`config.mk`:
```
export PLATFORM = sky130hd
export DESIGN_NAME = eec_classifier
export DESIGN_NICKNAME = d
export VERILOG_FILES = /design/src/hw/eec_pkg.sv /design/src/hw/eec_classifier.sv /design/src/hw/eec_severity.sv
export SDC_FILE = /design/constraint.sdc
export NUM_CORES = 1
export LEC_CHECK = 0
export ABC_CLOCK_PERIOD_IN_PS = 2050
export BUFFER_PORTS_ARGS = -buffer_cell sky130_fd_sc_hd__buf_2
export CORE_AREA = 2 2 39 41
export CTS_CLUSTER_DIAMETER = 100
export DETAILED_ROUTE_END_ITERATION = 6
export DIE_AREA = 0 0 41 43
export PLACE_DENSITY = 0.75
export SLEW_MARGIN = 10
export SYNTH_ARGS = -nofsm -noshare
export SYNTH_HDL_FRONTEND = slang
export SYNTH_SLANG_ARGS = --single-unit
```
`constraint.sdc`:
```
create_clock -name mclk -period 2.05 [get_ports mclk]
set_clock_uncertainty 0.1 [all_clocks]
set_input_delay 0.205 -clock mclk [delete_from_list [all_inputs] [get_ports mclk]]
set_output_delay 0.205 -clock mclk [all_outputs]
set_load 0.02 [all_outputs]
```
`src/hw/eec_pkg.sv`:
```
/*
 Shared types and constants of the error exception classifier.
 Assumes a single core clock domain; no software-visible registers.
*/
package eec_pkg;

   // Severity encoding, ordered by increasing severity
   typedef enum logic [1:0] {
      SEV_RESTARTABLE    = 2'h0,
      SEV_RECOVERABLE    = 2'h1,
      SEV_UNRECOVERABLE  = 2'h2,
      SEV_UNCONTAINABLE  = 2'h3
   } eec_sev_t;

   // Access kinds that may carry an error
   typedef enum logic [2:0] {
      ACC_EXPLICIT   = 3'h0,
      ACC_WALK       = 3'h1,
      ACC_HW_UPDATE  = 3'h2,
      ACC_FETCH      = 3'h3,
      ACC_WRITE      = 3'h4,
      ACC_CMO        = 3'h5,
      ACC_OTHER      = 3'h6
   } eec_acc_t;

   localparam logic DELIVER_SYNC = 1'h0;
   localparam logic DELIVER_ASYNC = 1'h1;

   // One detected error report from the memory system / nodes
   typedef struct packed {
      logic valid;
      eec_acc_t kind;
      logic speculative;
      logic correctable;
      logic deferrable;
      logic committed;
      logic corrupt_commit;
      logic silent_prop;
      logic prop_gpr_only;
      logic prop_after_sync;
      logic prop_other_path;
      logic contain_unknown;
      logic precise;
      logic infected;
      logic needs_sw_repair;
      logic level_sensitive;
   } eec_err_t;

   // Classification result for the syndrome logic
   typedef struct packed {
      logic valid;
      logic deliver_async;
      eec_sev_t severity;
      logic consumed;
      logic level_sensitive;
   } eec_syn_t;

   localparam logic [1:0] SEV_RESET = 2'h0;

endpackage

```
`src/hw/eec_classifier.sv`:
```
/*
 Error exception classifier: corrects/defers, detects consumption,
 chooses sync or async delivery and grades severity.
 Assumes one error report per cycle from the memory system; the
 pipeline samples the syndrome outputs on exc_take or serr_pend.
*/
`timescale 1ns/1ps
module eec_classifier
   import eec_pkg::*;
#(
   parameter bit LATE_REVISION = 1'b0
)
(
   input wire logic mclk,
   input wire logic reset,
   input wire eec_err_t err_in,
   input wire logic sync_event,
   input wire logic failure_mode_sel,
   output eec_syn_t syndrome,
   output logic exc_take,
   output logic serr_pend,
   output logic fault_irq,
   output logic log_valid,
   output logic failure_mode
);

   eec_sev_t sev;
   logic silent;
   logic consumed, fixable, sync_ok, raise;
   eec_syn_t syn_reg, syn_next;
   logic exc_reg, exc_next, serr_reg, serr_next;
   logic fix_reg, fix_next, fail_reg, fail_next;
   logic level_reg, level_next;

   eec_severity u_sev (
      .err(err_in),
      .sev(sev),
      .silent(silent)
   );

   function automatic logic may_be_sync(input eec_acc_t k);
      unique case (k)
         ACC_EXPLICIT, ACC_WALK, ACC_HW_UPDATE: may_be_sync = 1'b1;
         ACC_FETCH: may_be_sync = !LATE_REVISION;
         default: may_be_sync = 1'b0;
      endcase
   endfunction

   always_comb
   begin
      fixable = err_in.valid && (err_in.correctable || err_in.deferrable);
      consumed = err_in.valid && !fixable && err_in.committed
                 && (err_in.corrupt_commit || err_in.kind == ACC_FETCH
                     || err_in.kind == ACC_WALK || err_in.kind == ACC_EXPLICIT
                     || err_in.kind == ACC_HW_UPDATE || err_in.kind == ACC_WRITE
                     || err_in.kind == ACC_CMO);
      sync_ok = may_be_sync(err_in.kind) && !err_in.speculative;
      raise = consumed && !failure_mode_sel;
      fix_next = fixable;
      fail_next = fail_reg || (consumed && failure_mode_sel);
      exc_next = raise && sync_ok;
      serr_next = raise && !sync_ok;
      syn_next = syn_reg;
      syn_next.valid = 1'b0;
      if (raise)
      begin
         syn_next.valid = 1'b1;
         syn_next.deliver_async = sync_ok ? DELIVER_SYNC : DELIVER_ASYNC;
         syn_next.severity = sev;
         syn_next.consumed = 1'b1;
         syn_next.level_sensitive = !sync_ok && err_in.level_sensitive;
      end
      // Level interrupts stay pending; a sync event does not capture them
      level_next = level_reg;
      if (serr_next && err_in.level_sensitive)
         level_next = 1'b1;
      else if (sync_event && !level_reg)
         level_next = 1'b0;
   end

   always_ff @(posedge mclk or posedge reset)
   begin
      if (reset)
      begin
         syn_reg <= '0;
         exc_reg <= 1'b0;
         serr_reg <= 1'b0;
         fix_reg <= 1'b0;
         fail_reg <= 1'b0;
         level_reg <= 1'b0;
      end
      else
      begin
         syn_reg <= syn_next;
         exc_reg <= exc_next;
         serr_reg <= serr_next;
         fix_reg <= fix_next;
         fail_reg <= fail_next;
         level_reg <= level_next;
      end
   end

   assign syndrome = syn_reg;
   assign exc_take = exc_reg;
   assign serr_pend = serr_reg || level_reg;
   assign fault_irq = fix_reg;
   assign log_valid = fix_reg;
   assign failure_mode = fail_reg;
endmodule // eec_classifier

```
`src/hw/eec_severity.sv`:
```
/*
 Combinational severity decode of one error report.
 Assumes the report fields are stable in the cycle they are valid.
*/
`timescale 1ns/1ps
module eec_severity
   import eec_pkg::*;
(
   input wire eec_err_t err,
   output eec_sev_t sev,
   output logic silent
);

   logic contained;

   always_comb
   begin
      // Late silent propagation of a register-only value stays contained
      contained = err.prop_gpr_only && err.prop_after_sync
                  && !err.prop_other_path;
      silent = err.silent_prop && !contained;
      // Never report milder than the true state
      if (silent || err.contain_unknown)
         sev = SEV_UNCONTAINABLE;
      // Infected, imprecise, corrupt-commit and committed fetch/walk errors can never resume as restartable
      else if (err.infected || !err.precise || err.corrupt_commit
               || (err.committed && (err.kind == ACC_FETCH || err.kind == ACC_WALK)))
         sev = SEV_UNRECOVERABLE;
      else if (err.needs_sw_repair)
         sev = SEV_RECOVERABLE;
      else
         sev = SEV_RESTARTABLE;
   end

endmodule // eec_severity

```
==> flow_summary.json, run 1 <==
{
  "status": "completed",
  "setup-tns-final_ps": 0,
  "hold_path.class": "in2reg",
  "place_inst": 88,
  "critical_path.cell_chain": "or2_2 -> buf_2",
  "largest_reg_flops": 6,
  "htreeDepth": 1,
  "rsz0062_at_grt": "no",
  "synth_ff_type": "dfrtp_1",
  "relSlewSlack": 0.726,
  "synth_top_cell_by_area": "dfrtp_1",
  "cp_slowest_cell": "dfrtp_1",
  "cts_tree": "yes",
  "worstSetupPathType": "reg2out",
  "whs_path_depth": 2,
  "crit_arrival_ps": 1090,
  "postSynthAreaPerCell_sq_um": 12.2,
  "fin_cells": 93,
  "netlist.area_leader.share": 0.538,
  "placed_cell_area_sq_um": 679,
  "cp_num_buf_inv": 1,
  "ys_seq_area_frac": 0.538,
  "startpoint_type": "flip-flop",
  "worstMarginPinSlew_ps": 410,
  "min_period_over_period": 0.679,
  "power_mw": 0.578,
  "r2r-start": "syndrome[3]$_DFFE_PP0P_",
  "fp.dieH_um": 43,
  "rrSetupSlack_ps": 1190,
  "hold_path_end": "exc_take$_DFF_PP0_",
  "drive_gt1_frac": 0.545,
  "period_needed_ps": 1390,
  "clock-root-buffer": "clkbuf_4",
  "die_w_um": 41,
  "synth_cells": 42,
  "wl_per_cell_um": 13.9,
  "num_antenna_cells": 0,
  "setup_slack_ps": 657,
  "p_per_area_mw_per_mm2": 808,
  "final_net_count": 100,
  "cts_sinks": 11,
  "grt_usage": 0.172,
  "drtIter0Drc": 8,
  "r2r_end": "syndrome[3]$_DFFE_PP0P_",
  "leakage_nw": 0.353,
  "syn_area_sq_um": 512,
  "clk-insertion-delay-late_ps": 270,
  "ir_drop_mv": 0.361,
  "path_clk_slew_ps": 70,
  "crit_cells": 2,
  "rows": 14,
  "first_pass_iters": 4,
  "portBuffers": 31,
  "dpl_worst_slack_ps": 805,
  "die-area_sq_mm": 0.00176,
  "cap_viol_max_count": 0,
  "rr_worst_depth": 2,
  "grt_pass1_wl_um": 1930,
  "finish.instance_area_sq_um": 716,
  "synth_area_leaders": "dfrtp_1 (54%), a31oi_1 (4.9%), nand3_4 (3.4%)",
  "required_ps": 1750,
  "grt_antenna_before_repair": 0,
  "drc_errors": 0,
  "grt_pass1_vias": 480,
  "ys_ff_latch": 11,
  "crit_fanout": 2,
  "area_delta_synth_final_pct": 39.9,
  "drv_slew": 0,
  "cts_inserted_buffers": 3,
  "ios": 33,
  "cpPeakStageDelay_ps": 390,
  "setup-violations-final": 0,
  "syn_nets": 64,
  "overflow": 0,
  "vias": 493,
  "grt_start_max_net_pins": 12,
  "yosysUniqueCellTypes": 25,
  "routed_wl_um": 1290,
  "place_congestion": 0.725,
  "fill_cells": 125,
  "initial_core_util": 0.370,
  "clock_path_buffers": 2,
  "endpoint_kind": "output pin",
  "core_sq_mm": 0.00138,
  "async_flop_share": 1.00,
  "hold_violations": 0,
  "dpl.hpwl_um": 1000,
  "ys_warn_count": 0,
  "worstHoldStart": "err_in[13]",
  "viasPerCell": 5.30,
  "crit_family": "flip-flops",
  "final_antenna_net_count": 0,
  "fmax_mhz": 718,
  "synth_edf_count": 0
}
-- cells by family (layout without fill, tap and decap cells) --
group / after synthesis / count (layout) / share of synthesized area
simple gates: 14 / 14 / 0.240
compound gates: 13 / 13 / 0.181
flops: 11 / 11 / 0.538
buf+inv: 4 / 39 / 0.0416
-- cells in the final DEF (no fill, tap or decap), drive strengths merged, types with 2 or more instances in the layout --
| master | instances |
|---|---|
| clkbuf | 4 |
| nor2 | 2 |
| buf | 31 |
| nand3b | 3 |
| inv | 3 |
| dfrtp | 11 |
| o21ai | 2 |
| a31oi | 4 |
| nand3 | 2 |
| a21oi | 2 |
-- where the power goes --
part | internal, mW | switching [mW] | total [mW] | leakage, nW
combinational | 0.0673 | 0.0948 | 0.162 | 0.206
clock | 0.0753 | 0.0756 | 0.151 | 0.0150
sequential | 0.249 | 0.0164 | 0.265 | 0.132
-- cell usage after synthesis, drive strengths merged (2+ instances only) --
master,number
dfrtp,11
a31oi,4
inv,3
nand3b,3
a21oi,2
nand3,2
nor2,2
o21ai,2
-- layout make-up --
type | count | area (sq um) | area share
Inverter | 3 | 13.8 | 0.0192
Timing Repair Buffer | 32 | 165 | 0.231
Tap cell | 16 | 20.0 | 0.0280
Multi-Input combinational cell | 27 | 215 | 0.301
Clock buffer | 4 | 26.3 | 0.0367
Sequential cell | 11 | 275 | 0.385
-- routing by layer --
layer / track usage / share of wire / vias up
met1: 0.181 / 0.38 / 223
met3: 0.0471 / 0.081 / 6
li1: - / - / 230
met4: 0.100 / 0.026 / 0
met5: 0 / 0 / -
met2: 0.284 / 0.52 / 34
-- through the flow --
stage / hold WS, ps / util
3_5_place_dp: 117 / 0.491
5_1_grt: 27.1 / 0.517
3_3_place_gp: 105 / 0.491
6_report: 35.6 / 0.517
2_1_floorplan: -42.6 / -
4_1_cts: 26.1 / 0.517
-- worst max path at each step --
stage,start,endpoint
finish,level_reg$_DFFE_PP0P_,serr_pend
global route,level_reg$_DFFE_PP0P_,serr_pend
CTS,level_reg$_DFFE_PP0P_,serr_pend
detailed placement,err_in[12],syndrome[3]$_DFFE_PP0P_
global placement,err_in[12],syndrome[3]$_DFFE_PP0P_
floorplan,err_in[12],syndrome[3]$_DFFE_PP0P_
-- timing repair --
| item | CTS | global route |
|---|---|---|
| setup buffers | 0 | 0 |
| gates resized for setup | 0 | 0 |
| endpoints found under the setup margin | 0 | 0 |
| hold endpoints to repair | 11 | 0 |
| hold buffers | 1 | 0 |
No activity file was read; power rests on OpenSTA's default activity.
==> inputs of run 2 (changes only) <==
- ABC_CLOCK_PERIOD_IN_PS: 2050 -> 1400
- CORE_AREA: 2 2 39 41 -> default
- CORE_MARGIN: default -> 2
- CORE_UTILIZATION: default -> 39
- DIE_AREA: 0 0 41 43 -> default
- PLACE_DENSITY: 0.75 -> 0.76
- clock period: 2.05 -> 1.4 ns (I/O delays scaled with it)
==> run 2 against run 1 <==
Against the previous run:
- clock-buffer cell count unchanged
- wire length down 16%
- sequential cell count unchanged
- utilization up 5.4 points
- sequential power up 46%
- worst hold slack worse by 35 ps
- final cell count unchanged
- critical endpoint unchanged
==> flow_summary.json, run 2 (same netlist as run 1, synthesis figures left out) <==
{
  "status": "completed",
  "routed_wl_um": 1080,
  "core_sq_mm": 0.00127,
  "swShare": 0.313,
  "crit_fanout": 2,
  "rows": 13,
  "wl_per_cell_um": 11.6,
  "drtIter0Drc": 9,
  "final_antenna_net_count": 0,
  "combPwrFrac": 0.277,
  "power_frac_clock": 0.259,
  "min_period_over_period": 0.935,
  "switching_power_mw": 0.261,
  "use_met2": 0.278,
  "top_usage_layer": "met2",
  "clk-insertion-delay-late_ps": 260,
  "final_cell_mix": "buf_2 (31), dfrtp_1 (11), a31oi_1 (4)",
  "vias": 472,
  "clock-root-buffer": "clkbuf_4",
  "worstSetupPathType": "reg2out",
  "cts_inserted_buffers": 3,
  "grt_usage": 0.156,
  "power.internal_mw": 0.574,
  "fp.dieH_um": 40.2,
  "crit_arrival_ps": 1070,
  "setup-violations-final": 0,
  "finish.instance_area_sq_um": 724,
  "drv_slew": 0,
  "final_net_count": 101,
  "dpl_worst_slack_ps": 230,
  "startpoint_type": "flip-flop",
  "largest_reg_flops": 6,
  "initial_core_util": 0.403,
  "placed_cell_area_sq_um": 678,
  "place_congestion": 0.736,
  "worstHoldStart": "err_in[12]",
  "cts_sinks": 11,
  "num_antenna_cells": 0,
  "sequentialPowerShare": 0.463,
  "portBuffers": 31,
  "ff_latch_area_sq_um": 275,
  "hold_violations": 0,
  "drc_errors": 0,
  "setup_slack_ps": 90.4,
  "grt_antenna_before_repair": 0,
  "critPathLaunch": "level_reg$_DFFE_PP0P_",
  "hold_path.class": "in2reg",
  "path_clk_slew_ps": 70,
  "fmax_mhz": 764,
  "required_ps": 1160,
  "use_met1": 0.170,
  "leakage_nw": 0.357,
  "multi_input_area_sq_um": 215,
  "grt_pass1_vias": 440,
  "cts_tree": "yes",
  "power_mw": 0.836,
  "met3_usage": 0.0389,
  "worstMarginPinSlew_ps": 396,
  "first_pass_iters": 4,
  "overflow": 0,
  "relSlewSlack": 0.736,
  "ios": 33,
  "layout_commonest_cell": "buf_2",
  "grt_start_max_net_pins": 12,
  "drive_gt1_frac": 0.538,
  "rsz0062_at_grt": "no",
  "period_needed_ps": 1310,
  "hold_ws_ps": 0.256,
  "viasPerCell": 5.08,
  "die_w_um": 40.2,
  "grt_pass1_wl_um": 1640,
  "setup-tns-final_ps": 0,
  "p_per_area_mw_per_mm2": 1150,
  "die-area_sq_mm": 0.00162,
  "dpl.hpwl_um": 828,
  "htreeDepth": 1,
  "ir_drop_mv": 0.570,
  "cap_viol_max_count": 0,
  "clock_path_buffers": 2,
  "ctsResizeCount": 0,
  "r2r-start": "syndrome[3]$_DFFE_PP0P_",
  "endpoint_kind": "output pin",
  "area_delta_synth_final_pct": 41.6,
  "fill_cells": 118
}
## run 2: layer usage
| metal | up-vias | routed length [um] | share of wire |
|---|---|---|---|
| met3 | 4 | 95 | 0.088 |
| met4 | 0 | 14 | 0.013 |
| met5 | - | 0 | 0 |
| met1 | 214 | 450 | 0.42 |
| li1 | 230 | - | - |
| met2 | 24 | 520 | 0.48 |
## run 2: final timing paths
path | endpoint | slack, ps | depth (start not counted)
worst min-delay path | fault_irq$_DFF_PP0_ | 0.3 | 2
worst max-delay path | serr_pend | 90 | 2
worst max register to register | syndrome[3]$_DFFE_PP0P_ | 560 | 2
worst min register to register | failure_mode$_DFF_PP0_ | 360 | 1
min in group asynchronous | fault_irq$_DFF_PP0_ | 310 | 3
max in group asynchronous | syndrome[2]$_DFFE_PP0P_ | 610 | 3
## run 2: per-stage QoR
stage	utilization	instances
after floorplan	-	42
after global placement	0.535	87
after detailed placement	0.535	87
after CTS	0.571	93
after global routing	0.571	93
final	0.571	93
## run 2: final cells by class
class	count	area share
clock buffer	4	0.0363
inverter	3	0.0190
multi-input combinational	27	0.297
sequential	11	0.380
tap	15	0.0259
timing repair buffer	33	0.242
## run 2: power by group through the flow
stage	logic [mW]	registers, mW	clock network [mW]
after global placement	0.226	0.392	0
final	0.232	0.387	0.217
after global routing	0.255	0.391	0.234
after floorplan	0.0881	0.442	0
after detailed placement	0.229	0.393	0
after CTS	0.234	0.387	0.216
## run 2: timing repair
item | 4_1_cts | 5_1_grt
hold endpoints to repair | 12 | 0
hold buffers | 2 | 0
buffers inserted | 0 | 0
## run 2: worst max-delay path, cell delays in order (launching register included)
cell,delay [ps]
dfrtp_1,380
or2_2,270
buf_2,160
